--- src/core/pes_map.svh ---
// Operation
// - Multiplexer repeats table section 0 within 100 ms
// - Multiplexer repeats program map within 400 ms
// - Packets up to 2^16 bytes, 16-bit length
// - Length counts bytes after length field
// - Video length is zero; never skip by it (the parser flags a nonzero video length but still ends the packet by it)
// - New video packet for every picture
// - Video payload opens with sequence/group/picture code
// - Packet starts at fresh transport payload
// - Stuffing makes packet end on transport boundary
// - Prefix 000001 then stream identifier byte
// - Classify reserved, private one, padding, private two
// - Decode audio, video, data stream numbers
// - Order: start code, flags, options, payload
// - Payload holds one elementary stream only
// - Each stream keeps its own identifier
// - Private streams pass through uninterpreted
`ifndef PES_MAP_SVH
`define PES_MAP_SVH

`define PREFIX_B0       8'h00
`define PREFIX_B1       8'h00
`define PREFIX_B2       8'h01
`define SID_RESERVED    8'hBC
`define SID_PRIVATE1    8'hBD
`define SID_PADDING     8'hBE
`define SID_PRIVATE2    8'hBF
`define SID_AUDIO_MASK  8'hE0
`define SID_AUDIO_VAL   8'hC0
`define SID_NIBBLE_MASK 8'hF0
`define SID_VIDEO_VAL   8'hE0
`define SID_DATA_VAL    8'hF0
`define SC_SEQUENCE     8'hB3
`define SC_GOP          8'hB8
`define SC_PICTURE      8'h00
`define HDR_FLAGS1      8'h80
`define HDR_FLAGS2      8'h00
`define HDR_OPT_LEN     8'h00
`define STUFF_BYTE      8'hFF
`define HDR_FIXED_BYTES 4'h6
`define HDR_FULL_BYTES  4'h9
`define FLAG_TAIL_BYTES 16'h0003
`define TP_LAST_SLOT    8'hB7
`define ALIGN_CHECK_LEN 3'h4

`define CLOCK_HZ        25000000
`define MS_CYCLES       (`CLOCK_HZ / 1000)
`define PAT_MAX_MS      100
`define PMT_MAX_MS      400
`define TABLE_GUARD_MS  10

`endif

--- src/core/pes_pkg.sv ---
`default_nettype none
`include "pes_map.svh"
package pes_pkg;

  typedef enum logic [2:0] {
    CLS_RESERVED = 3'h0,
    CLS_PRIVATE1 = 3'h1,
    CLS_PADDING  = 3'h2,
    CLS_PRIVATE2 = 3'h3,
    CLS_AUDIO    = 3'h4,
    CLS_VIDEO    = 3'h5,
    CLS_DATA     = 3'h6,
    CLS_OTHER    = 3'h7
  } stream_class_e;

  typedef enum logic [2:0] {
    PS_HUNT   = 3'h0,
    PS_PREFIX = 3'h1,
    PS_FLAGS  = 3'h3,
    PS_SKIP   = 3'h2,
    PS_PAY    = 3'h6,
    PS_DROP   = 3'h7
  } parse_state_e;

  typedef enum logic [1:0] {
    MS_IDLE  = 2'h0,
    MS_HDR   = 2'h1,
    MS_PAY   = 2'h3,
    MS_STUFF = 2'h2
  } mux_state_e;

  function automatic stream_class_e classify(input logic [7:0] sid);
    stream_class_e c;
    c = CLS_OTHER;
    if (sid == `SID_RESERVED) c = CLS_RESERVED;
    else if (sid == `SID_PRIVATE1) c = CLS_PRIVATE1;
    else if (sid == `SID_PADDING) c = CLS_PADDING;
    else if (sid == `SID_PRIVATE2) c = CLS_PRIVATE2;
    else if ((sid & `SID_AUDIO_MASK) == `SID_AUDIO_VAL) c = CLS_AUDIO;
    else if ((sid & `SID_NIBBLE_MASK) == `SID_VIDEO_VAL) c = CLS_VIDEO;
    else if ((sid & `SID_NIBBLE_MASK) == `SID_DATA_VAL) c = CLS_DATA;
    return c;
  endfunction : classify

  function automatic logic [4:0] stream_number(input logic [7:0] sid);
    return (classify(sid) == CLS_AUDIO) ? sid[4:0] : {1'b0, sid[3:0]};
  endfunction : stream_number

  // only audio and video carry the standard flag bytes here
  function automatic logic has_flags(input logic [7:0] sid);
    return classify(sid) == CLS_AUDIO || classify(sid) == CLS_VIDEO;
  endfunction : has_flags

  function automatic logic [7:0] prefix_byte(input logic [2:0] idx);
    logic [7:0] b;
    b = `PREFIX_B2;
    if (idx == 3'h0) b = `PREFIX_B0;
    else if (idx == 3'h1) b = `PREFIX_B1;
    return b;
  endfunction : prefix_byte

endpackage : pes_pkg
`default_nettype wire

--- src/core/pes_link_if.sv ---
`timescale 1ns/100ps
`default_nettype none
interface pes_link_if;
  logic       valid;
  logic       ready;
  logic [7:0] data;
  logic       unit_start;
  logic       tp_first;
  logic       tp_last;
  logic       stuff;

  modport mux (
    output valid,
    output data,
    output unit_start,
    output tp_first,
    output tp_last,
    output stuff,
    input  ready
  );

  modport parser (
    input  valid,
    input  data,
    input  unit_start,
    input  tp_first,
    input  tp_last,
    input  stuff,
    output ready
  );
endinterface : pes_link_if
`default_nettype wire

--- src/core/tick_divider.sv ---
`timescale 1ns/100ps
`default_nettype none
module tick_divider #(
  parameter int unsigned DIV = 25000
) (
  input  wire logic clock,
  input  wire logic rst,
  output logic      tick
);
  typedef struct packed {
    logic [15:0] cnt;
    logic        tick;
  } div_s;

  div_s s_reg;
  div_s s_next;

  always_comb begin
    s_next = s_reg;
    s_next.tick = 1'b0;
    if (s_reg.cnt == 16'(DIV - 1)) begin
      s_next.cnt = 16'h0000;
      s_next.tick = 1'b1;
    end else begin
      s_next.cnt = 16'(s_reg.cnt + 16'h0001);
    end
  end

  always_ff @(posedge clock or posedge rst) begin
    if (rst) s_reg <= '0;
    else s_reg <= s_next;
  end

  assign tick = s_reg.tick;
endmodule : tick_divider
`default_nettype wire

--- src/core/pes_mux_end.sv ---
`timescale 1ns/100ps
`default_nettype none
`include "pes_map.svh"
module pes_mux_end #(
  parameter int unsigned MS_CYCLES = `MS_CYCLES
) (
  input  wire logic   clock,
  input  wire logic   rst,
  input  wire logic [7:0]  es_data,
  input  wire logic        es_valid,
  output logic             es_ready,
  input  wire logic        es_first,
  input  wire logic        es_last,
  input  wire logic [7:0]  es_sid,
  input  wire logic [15:0] es_len,
  input  wire logic        pat_sent,
  input  wire logic        pmt_sent,
  output logic             pat_due,
  output logic             pmt_due,
  output logic             pat_late,
  output logic             pmt_late,
  pes_link_if.mux          link
);
  localparam logic [1:0][9:0] TBL_LIMIT = {10'(`PMT_MAX_MS), 10'(`PAT_MAX_MS)};
  localparam logic [9:0]      TBL_GUARD = 10'(`TABLE_GUARD_MS);

  typedef struct packed {
    pes_pkg::mux_state_e st;
    logic [3:0]          idx;
    logic [3:0]          hdr_bytes;
    logic [7:0]          sid;
    logic [15:0]         len;
    logic                any_pay;
    logic [7:0]          slot;
    logic                valid;
    logic [7:0]          data;
    logic                ustart;
    logic                first;
    logic                last;
    logic                stuff;
    logic [1:0][9:0]     tbl_ms;
    logic [1:0]          due;
    logic [1:0]          late;
  } mux_s;

  mux_s s_reg;
  mux_s s_next;
  logic ms_tick;
  logic can_load;
  logic [1:0] sent;

  function automatic logic [7:0] hdr_byte(input logic [3:0] idx, input logic [7:0] sid, input logic [15:0] len);
    logic [7:0] b;
    unique case (idx)
      4'h0, 4'h1, 4'h2: b = pes_pkg::prefix_byte(idx[2:0]);
      4'h3: b = sid;
      4'h4: b = len[15:8];
      4'h5: b = len[7:0];
      4'h6: b = `HDR_FLAGS1;
      4'h7: b = `HDR_FLAGS2;
      default: b = `HDR_OPT_LEN;
    endcase
    return b;
  endfunction : hdr_byte

  // one byte into the transport slot stream; slot 0 opens a transport payload
  function automatic mux_s put(input mux_s x, input logic [7:0] b, input logic us, input logic stf);
    mux_s y;
    y = x;
    y.valid = 1'b1;
    y.data = b;
    y.ustart = us;
    y.stuff = stf;
    y.first = (x.slot == 8'h00);
    y.last = (x.slot == `TP_LAST_SLOT);
    y.slot = y.last ? 8'h00 : 8'(x.slot + 8'h01);
    return y;
  endfunction : put

  tick_divider #(.DIV(MS_CYCLES)) u_ms (
    .clock (clock),
    .rst   (rst),
    .tick  (ms_tick)
  );

  assign sent = {pmt_sent, pat_sent};
  assign can_load = !s_reg.valid || link.ready;

  always_comb begin
    s_next = s_reg;
    if (s_reg.valid && link.ready) s_next.valid = 1'b0;
    if (can_load) begin
      unique case (s_reg.st)
        pes_pkg::MS_IDLE: begin
          if (es_valid && es_first) begin
            s_next.sid = es_sid;
            s_next.idx = 4'h0;
            s_next.any_pay = 1'b0;
            s_next.hdr_bytes = pes_pkg::has_flags(es_sid) ? `HDR_FULL_BYTES : `HDR_FIXED_BYTES;
            if (pes_pkg::classify(es_sid) == pes_pkg::CLS_VIDEO) s_next.len = 16'h0000;
            else if (pes_pkg::has_flags(es_sid)) s_next.len = 16'(es_len + `FLAG_TAIL_BYTES);
            else s_next.len = es_len;
            s_next.st = pes_pkg::MS_HDR;
          end
        end
        pes_pkg::MS_HDR: begin
          // slot is 0 at the first header byte since the previous packet was stuffed out
          s_next = put(s_next, hdr_byte(s_reg.idx, s_reg.sid, s_reg.len), s_reg.idx == 4'h0, 1'b0);
          s_next.idx = 4'(s_reg.idx + 4'h1);
          if (s_reg.idx == 4'(s_reg.hdr_bytes - 4'h1)) s_next.st = pes_pkg::MS_PAY;
        end
        pes_pkg::MS_PAY: begin
          if (es_valid) begin
            if (es_first && s_reg.any_pay) begin
              s_next.st = pes_pkg::MS_STUFF;
            end else begin
              s_next = put(s_next, es_data, 1'b0, 1'b0);
              s_next.any_pay = 1'b1;
              if (es_last) s_next.st = pes_pkg::MS_STUFF;
            end
          end
        end
        pes_pkg::MS_STUFF: begin
          if (s_reg.slot == 8'h00) s_next.st = pes_pkg::MS_IDLE;
          else s_next = put(s_next, `STUFF_BYTE, 1'b0, 1'b1);
        end
      endcase
    end
    for (int i = 0; i < 2; i++) begin
      if (sent[i]) s_next.tbl_ms[i] = 10'h000;
      else if (ms_tick && s_reg.tbl_ms[i] != TBL_LIMIT[i]) s_next.tbl_ms[i] = 10'(s_reg.tbl_ms[i] + 10'h001);
      s_next.due[i] = s_next.tbl_ms[i] >= 10'(TBL_LIMIT[i] - TBL_GUARD);
      s_next.late[i] = s_next.tbl_ms[i] >= TBL_LIMIT[i];
    end
  end

  always_ff @(posedge clock or posedge rst) begin
    if (rst) s_reg <= '0;
    else s_reg <= s_next;
  end

  // the first byte of the next picture waits until the current packet is closed
  assign es_ready = can_load && s_reg.st == pes_pkg::MS_PAY && !(es_first && s_reg.any_pay);
  assign link.valid = s_reg.valid;
  assign link.data = s_reg.data;
  assign link.unit_start = s_reg.ustart;
  assign link.tp_first = s_reg.first;
  assign link.tp_last = s_reg.last;
  assign link.stuff = s_reg.stuff;
  assign pat_due = s_reg.due[0];
  assign pmt_due = s_reg.due[1];
  assign pat_late = s_reg.late[0];
  assign pmt_late = s_reg.late[1];
endmodule : pes_mux_end
`default_nettype wire

--- src/flat_wrapper.sv ---
// flat-port wrapper written by rule: the top's interface ports become plain ports
module pes_mux_end_flat 
#(
  parameter int unsigned MS_CYCLES = `MS_CYCLES
)
  (clock, rst, es_data, es_valid, es_ready, es_first, es_last, es_sid, es_len, pat_sent, pmt_sent, pat_due, pmt_due, pat_late, pmt_late, link_valid, link_data, link_unit_start, link_tp_first, link_tp_last, link_stuff, link_ready);
  pes_link_if link_i ();
  input  wire logic clock;
  input  wire logic rst;
  input  wire logic [7:0] es_data;
  input  wire logic es_valid;
  output logic es_ready;
  input  wire logic es_first;
  input  wire logic es_last;
  input  wire logic [7:0] es_sid;
  input  wire logic [15:0] es_len;
  input  wire logic pat_sent;
  input  wire logic pmt_sent;
  output logic pat_due;
  output logic pmt_due;
  output logic pat_late;
  output logic pmt_late;
  output wire logic [$bits(link_i.valid)-1:0] link_valid;
  output wire logic [$bits(link_i.data)-1:0] link_data;
  output wire logic [$bits(link_i.unit_start)-1:0] link_unit_start;
  output wire logic [$bits(link_i.tp_first)-1:0] link_tp_first;
  output wire logic [$bits(link_i.tp_last)-1:0] link_tp_last;
  output wire logic [$bits(link_i.stuff)-1:0] link_stuff;
  input wire logic [$bits(link_i.ready)-1:0] link_ready;
  assign link_valid = link_i.valid;
  assign link_data = link_i.data;
  assign link_unit_start = link_i.unit_start;
  assign link_tp_first = link_i.tp_first;
  assign link_tp_last = link_i.tp_last;
  assign link_stuff = link_i.stuff;
  assign link_i.ready = link_ready;
  pes_mux_end #(.MS_CYCLES(MS_CYCLES)) u_core (.clock(clock), .rst(rst), .es_data(es_data), .es_valid(es_valid), .es_ready(es_ready), .es_first(es_first), .es_last(es_last), .es_sid(es_sid), .es_len(es_len), .pat_sent(pat_sent), .pmt_sent(pmt_sent), .pat_due(pat_due), .pmt_due(pmt_due), .pat_late(pat_late), .pmt_late(pmt_late), .link(link_i));
endmodule
--- config.mk ---
export PLATFORM = sky130hd
export DESIGN_NAME = pes_mux_end_flat
export DESIGN_NICKNAME = d
export VERILOG_FILES = /design/src/core/pes_pkg.sv /design/src/core/pes_link_if.sv /design/src/core/tick_divider.sv /design/src/core/pes_mux_end.sv /design/src/flat_wrapper.sv
export VERILOG_INCLUDE_DIRS = /design/src /design/src/core
export SDC_FILE = /design/constraint.sdc
export NUM_CORES = 1
export LEC_CHECK = 0
export ABC_AREA = 1
export BUFFER_PORTS_ARGS = -buffer_cell sky130_fd_sc_hd__buf_2
export CAP_MARGIN = 20
export CORE_MARGIN = 2
export CORE_UTILIZATION = 45
export DETAILED_ROUTE_END_ITERATION = 10
export PLACE_DENSITY_LB_ADDON = 0.2
export REMOVE_ABC_BUFFERS = 1
export SYNTH_ARGS = -nofsm -noshare
export SYNTH_HDL_FRONTEND = slang
export SYNTH_SLANG_ARGS = --single-unit
--- constraint.sdc ---
create_clock -name clock -period 4.4 [get_ports clock]
set_input_delay 0.44 -clock clock [delete_from_list [all_inputs] [get_ports clock]]
set_output_delay 0.44 -clock clock [all_outputs]
set_load 0.01 [all_outputs]
==> results of run 1 <==
## path summary, 6_finish.rpt
path / endpoint / slack [ps] / cells after the start
setup / recovery: u_core.link.tp_first / 2010 / 8
hold / removal: u_core.link.valid / 210 / 2
setup reg to reg: u_core.link.tp_first / 2010 / 8
hold reg to reg: u_core.u_ms.s_reg[1] / 460 / 1
max in group asynchronous: u_core.s_reg[49] / 3090 / 3
min in group clock: u_core.s_reg[7] / 300 / 2
## final cells by class
class,instances,area [sq um]
Clock buffer,11,253
Clock inverter,5,32.5
Fill cell,1267,6130
Inverter,110,414
Multi-Input combinational cell,531,2790
Sequential cell,95,2380
Tap cell,172,215
Timing Repair Buffer,59,300
## cell families (layout without fill, tap and decap cells)
family | Yosys count | count (layout) | synth area share [%]
DFF | 95 | 95 | 41.6
buffers and inverters | 130 | 185 | 9.49
AOI/OAI and AO/OA | 94 | 94 | 10.0
adders and majority gates | 18 | 18 | 3.94
xor gates and xnor gates | 32 | 32 | 4.91
and+or+nand+nor | 387 | 387 | 30.0
## worst max-delay path, delay by kind of cell (launching register included)
kind                       cells  cell delay, ps
DFF                            1             440
and+or+nand+nor                2             680
adders and majority gates      1             340
AOI/OAI and AO/OA              3             500
buffers and inverters          2             340
## synthesized netlist by cell type (2+ instances only)
library cell,count,area share (%)
nand2_1,199,13
o21ai_0,33,2.9
a21oi_1,15,1.3
inv_2,3,0.20
buf_4,10,1.3
clkbuf_1,2,0.13
xor2_1,25,3.8
or2_2,2,0.22
ha_1,18,3.9
nor3_1,26,2.3
nor2_4,2,0.39
o21a_1,2,0.26
o31ai_1,3,0.39
nand3_1,65,5.7
inv_1,107,7.0
a21boi_0,2,0.26
a22o_1,9,1.4
xnor2_1,7,1.1
dfrtp_1,95,42
nand4_1,18,2.0
nor2_1,60,3.9
o21ai_1,10,0.88
o22ai_1,9,0.99
o211ai_1,4,0.53
nand3b_1,2,0.26
buf_2,7,0.61
nor4_1,2,0.22
nand2_2,4,0.44
nor3b_1,2,0.26
## power by group through the flow
stage | clock [uW] | combinational (uW) | sequential (uW)
after floorplan | 0 | 658 | 1130
final | 740 | 951 | 1130
after CTS | 754 | 955 | 1130
after global routing | 798 | 1080 | 1150
after global placement | 0 | 927 | 1140
after detailed placement | 0 | 955 | 1140
## stage by stage
| stage | std cells | utilization (%) |
|---|---|---|
| after floorplan | 736 | - |
| after global placement | 967 | 48.7 |
| after detailed placement | 967 | 48.7 |
| after CTS | 983 | 51.0 |
| after global routing | 983 | 51.0 |
| final | 983 | 51.0 |
## metal layers
| layer | part of all wire [%] | wire length, um | vias up | GRT usage (%) |
|---|---|---|---|---|
| met1 | 47 | 6020 | 2371 | 26.8 |
| li1 | - | - | 2543 | - |
| met4 | 1.6 | 203 | 0 | 6.20 |
| met3 | 3.6 | 468 | 19 | 3.89 |
| met2 | 48 | 6180 | 118 | 33.9 |
| met5 | 0 | 0 | - | 0 |
==> flow_summary.yaml, run 1 <==
run_status:
  status: "finished, final reports clean"
timing:
  hold_viol: 0
  setup_ws_ps: 2010
  setup_viol: 0
  slew_viol_final: 0
  fin_crit_ps: 2390
  finalSetupTns_ps: 0
  holdWs_ps: 205
  fmax_mhz: 418
  worst_pin_slew_ps: 752
  finalCritPeriodShare_pct: 54.4
  relSlewSlack_pct: 49.8
  worst_clock_skew_ps: 6.59
  rsz0062_at_grt: "no"
grt:
  grt_pass1_vias: 4856
  grt_usage_pct: 20.3
  grt_pass1_wl_um: 22100
  antenna_found_initial: 0
  grt_max_degree: 53
  overflow: 0
power_and_ir_drop:
  p_total_uw: 2820
  intPower_uw: 1750
  swShare_pct: 37.9
  leakage_uw: 0.00334
  ir_drop_v: 0.000219
  p_per_area_mw_per_mm2: 441
  p_switching_uw: 1070
  p_clk_share_pct: 26.3
  p_seq_share_pct: 40.0
  pwr-share-comb_pct: 33.8
yosys:
  ys_ff_latch: 95
  ys_seq_area_share_pct: 41.6
  syn_inst: 756
  ys_warn_count: 0
  avgSynthCellArea_sq_um: 7.55
  ys_types: 42
  synth_edf_count: 0
  synthesis.area_sq_mm: 0.00571
  synthArstFlopShare_pct: 100
  yosys_most_used_dff: "dfrtp_1"
place:
  gp_congestion: 0.888
  dp_worst_setup_slack_ps: 2000
  dp_hpwl_um: 9950
  io_buffers: 57
  place_area_sq_mm: 0.00610
cells_and_area:
  diodes: 0
  area_growth_pct: 11.8
  final_cell_mix: "199 x nand2_1, 106 x inv_1, 95 x dfrtp_1, 65 x nand3_1, 60 x nor2_1"
  fin_nets: 864
  final_area_sq_mm: 0.00638
  drive_above_1_share_pct: 11.5
  final_common_cell: "nand2_1"
  largest_reg_flops: 61
cts:
  cts.clk_slew.worst_paths_ps: 70
  cts_tree: "built"
  max-clock-path-buffers: 2
  htreeDepth: 3
  cts_setup_buffers: 0
  cts_sinks: 95
  cts_resized: 0
  clock_latency_ps: 340
  clockRootBuffer: "clkbuf_16"
  cts-hold-fix-buffers: 0
  numCtsBuffers: 9
detailed_routing:
  routed_wl_um: 12900
  drc: 0
  via_per_inst: 5.14
  routed-via-count: 5051
  first_pass_iters: 5
  ant_nets: 0
  post_drt_wl_per_cell_um: 13.1
  drt_first_iter_violations: 386
critical_path:
  critPathSlowestCell: "nor2_1"
  rr_startpoint: "u_core.s_reg[79]"
  crit_required_ps: 4650
  worstPathArrival_ps: 2640
  path_max_fanout: 12
  path_cells: "ha_1 > inv_1 > a21oi_1 > nor2_1 > o21ai_1 > nor2_1 > inv_1 > o31ai_1"
  startpoint: "u_core.s_reg[79]"
  setup.worst_path.end_class: "register"
  critPathKind: "register to register"
  startpoint_type: "register"
  max_stage_delay_ps: 570
die:
  ios: 58
  initial_utilization_pct: 45.6
  die_h_um: 117
  die_x_um: 117
  rows: 41
  core_sq_mm: 0.0125
  dieArea_sq_mm: 0.0136
hold_path:
  hold_path.class: "primary input to async pin"
flow_run:
  cap_violations: 0
Note: power is estimated with default switching activity, not from simulation.
==> run 2: changes to the inputs <==
--- a/config.mk
+++ b/config.mk
@@ -6,7 +6,7 @@
 export SDC_FILE = /design/constraint.sdc
 export NUM_CORES = 1
 export LEC_CHECK = 0
-export ABC_AREA = 1
+export ABC_AREA = 0
 export BUFFER_PORTS_ARGS = -buffer_cell sky130_fd_sc_hd__buf_2
 export CAP_MARGIN = 20
 export CORE_MARGIN = 2
==> constraint.sdc (replaced) <==
create_clock -name clock -period 2.2 [get_ports clock]
set_input_delay 0.22 -clock clock [delete_from_list [all_inputs] [get_ports clock]]
set_output_delay 0.22 -clock clock [all_outputs]
set_load 0.01 [all_outputs]
==> flow_summary.yaml, run 2 <==
power_and_ir_drop:
  p_per_area_mw_per_mm2: 1060
  leakage_uw: 0.00292
  swShare_pct: 36.5
  ir_drop_v: 0.000843
  p_switching_uw: 2500
  p_clk_share_pct: 25.0
  pwr-share-comb_pct: 40.9
  intPower_uw: 4350
  p_seq_share_pct: 34.1
cts:
  numCtsBuffers: 9
  htreeDepth: 3
  cts_sinks: 95
  clockRootBuffer: "clkbuf_16"
  cts_tree: "built"
  cts.clk_slew.worst_paths_ps: 70
  clock_latency_ps: 340
  max-clock-path-buffers: 2
place:
  dp_hpwl_um: 8940
  gp_congestion: 0.899
  dp_worst_setup_slack_ps: -186
  place_area_sq_mm: 0.00592
  io_buffers: 57
detailed_routing:
  via_per_inst: 5.40
  routed-via-count: 4387
  drt_first_iter_violations: 355
  ant_nets: 0
  drc: 0
  first_pass_iters: 4
  post_drt_wl_per_cell_um: 14.8
  routed_wl_um: 12000
critical_path:
  path_cells: "inv_2 > ha_4 > a21boi_1 > or4_4 > or2_4 > a311o_1 > buf_6 > o21ai_2"
  worstPathArrival_ps: 2540
  max_stage_delay_ps: 500
  critPathKind: "register to register"
  crit_required_ps: 2480
  worst_r2r_endpoint: "u_core.s_reg[58]"
  r2r_slack_ps: -60
  rr_startpoint: "u_core.s_reg[78]"
  setup.worst_path.end_class: "register"
  critPathSlowestCell: "or4_4"
  startpoint_type: "register"
  r2r_cells: 8
  path_max_fanout: 5
timing:
  setup_ws_ps: -64.4
  fmax_mhz: 442
  relSlewSlack_pct: 59.1
  fin_crit_ps: 2260
  rsz0062_at_grt: "yes"
  setup_viol: 16
  hold_viol: 0
  slew_viol_final: 0
  finalCritPeriodShare_pct: 103
  worst_pin_slew_ps: 613
  worst_clock_skew_ps: 3.25
yosys:
  ys_warn_count: 0
  yosysTopAreaCell: "dfrtp_1"
  ys_types: 55
  synth_top_area_share_pct: 45.0
  synthArstFlopShare_pct: 100
  yosysMostFrequentCell: "dfrtp_1"
  synthTopCellsByArea: "dfrtp_1 45%, nand2_1 6.5%, xnor2_1 5.1%, ha_1 4.3%, o21ai_0 3.6%"
  synth_commonest_cells: "95 x dfrtp_1, 92 x nand2_1, 40 x nor2_1, 38 x o21ai_0, 33 x inv_1"
  synthesis.area_sq_mm: 0.00528
  yosys_most_used_dff: "dfrtp_1"
  ys_seq_area_share_pct: 45.0
  avgSynthCellArea_sq_um: 9.08
  synth_edf_count: 0
  syn_inst: 582
  ys_ff_latch: 95
cells_and_area:
  final_cell_mix: "95 x dfrtp_1, 91 x nand2_1, 57 x buf_2, 39 x nor2_1, 38 x buf_4"
  drive_above_1_share_pct: 23.2
  area_growth_pct: 21.8
  final_area_sq_mm: 0.00644
  diodes: 0
  final_common_cell: "dfrtp_1"
  largest_reg_flops: 61
  n_fill_cell: 1033
  fin_nets: 722
grt:
  grt_max_degree: 37
  overflow: 0
  grt_pass1_vias: 4335
  grt_usage_pct: 20.1
  antenna_found_initial: 0
  grt_pass1_wl_um: 20700
die:
  die_x_um: 112
  ios: 58
  die_h_um: 112
  core_sq_mm: 0.0114
  dieArea_sq_mm: 0.0126
  initial_utilization_pct: 46.3
  rows: 39
hold_path:
  min_path_cells: 3
  hold_path.class: "primary input to register"
  hold_start: "es_sid[0]"
  worstHoldEndpoint: "u_core.s_reg[62]"
run_status:
  violations: "setup timing"
  status: "complete, but fails checks"
flow_run:
  cap_violations: 0
run 2: cell types whose count changed after synthesis, moves of 10 or more:
cell      previous run  this run
inv_1              107        33
o21ai_2              0        10
o21ai_1             10         0
xnor2_1              7        31
nand2_1            199        92
nor2_1              60        40
clkbuf_1             2        20
nor3_1              26        13
nand3_1             65        15
a221oi_1             0        10
run 2: worst max path at each step:
stage / cells past startpoint / to / slack, ps / from
final: 8 / u_core.s_reg[58] / -60 / u_core.s_reg[78]
after global routing: 8 / u_core.s_reg[51] / -150 / u_core.s_reg[78]
after CTS: 8 / u_core.s_reg[54] / -50 / u_core.s_reg[78]
after detailed placement: 8 / u_core.s_reg[61] / -190 / u_core.s_reg[78]
after global placement: 8 / u_core.s_reg[57] / -100 / u_core.s_reg[78]
after floorplan: 7 / u_core.s_reg[56] / -800 / u_core.s_reg[78]
run 2: area by class of cell:
class	instances	area (sq um)	share of cell area, %
Inverter	33	125	1.94
Tap cell	143	179	2.78
Multi-Input combinational cell	422	2740	42.5
Sequential cell	95	2380	36.9
Timing Repair Buffer	103	686	10.7
Clock inverter	6	92.6	1.44
Clock buffer	10	239	3.71
run 2: cells by family after synthesis:
| group | share of synthesized area, % |
|---|---|
| adders and majority gates | 4.26 |
| DFF | 45.0 |
| muxes | 0.403 |
| buffers and inverters | 5.40 |
| and+or+nand+nor | 22.6 |
| AOI/OAI and AO/OA | 14.6 |
| xor gates and xnor gates | 7.79 |
run 2: power groups by stage:
| stage | logic, uW | clock network (uW) | registers [uW] |
|---|---|---|---|
| after global routing | 3130 | 1840 | 2380 |
| after floorplan | 1390 | 0 | 2360 |
| after CTS | 2680 | 1760 | 2330 |
| after detailed placement | 2470 | 0 | 2360 |
| after global placement | 2400 | 0 | 2350 |
| final | 2800 | 1710 | 2330 |
run 2: what timing repair did:
| action | in CTS | in global routing |
|---|---|---|
| resized for setup | 23 | 15 |
| hold endpoints to repair | 30 | 0 |
| buffers inserted | 3 | 1 |
| hold buffers | 1 | 0 |
| cloned | 1 | 0 |
| setup endpoints to repair | 26 | 45 |
| pin swaps | 9 | 9 |
run 2: through the flow:
| step | instances | setup TNS, ps | hold WS [ps] | total power [uW] | util [%] |
|---|---|---|---|---|---|
| floorplan | 550 | -62760 | 286 | 3750 | - |
| global placement | 790 | -1110 | 279 | 4750 | 51.9 |
| detailed placement | 790 | -2210 | 288 | 4840 | 51.9 |
| CTS | 811 | -614 | 112 | 6770 | 55.7 |
| global route | 812 | -2450 | 133 | 7350 | 56.4 |
| finish | 812 | -739 | 119 | 6850 | 56.4 |
run 2: layer usage:
layer / vias to the layer above / global-route usage, % / routed length [um]
li1: 2193 / - / -
met1: 2103 / 28.2 / 5780
met2: 77 / 31.9 / 5600
met3: 14 / 3.67 / 372
met4: 0 / 6.59 / 250
met5: - / 0 / 0
run 2: worst max-delay path, delay by kind of cell (launching register included):
family / cells / cell delay [ps]
AOI/OAI and AO/OA: 3 / 590
adders and majority gates: 1 / 160
buffers and inverters: 2 / 250
DFF: 1 / 420
and+or+nand+nor: 2 / 780
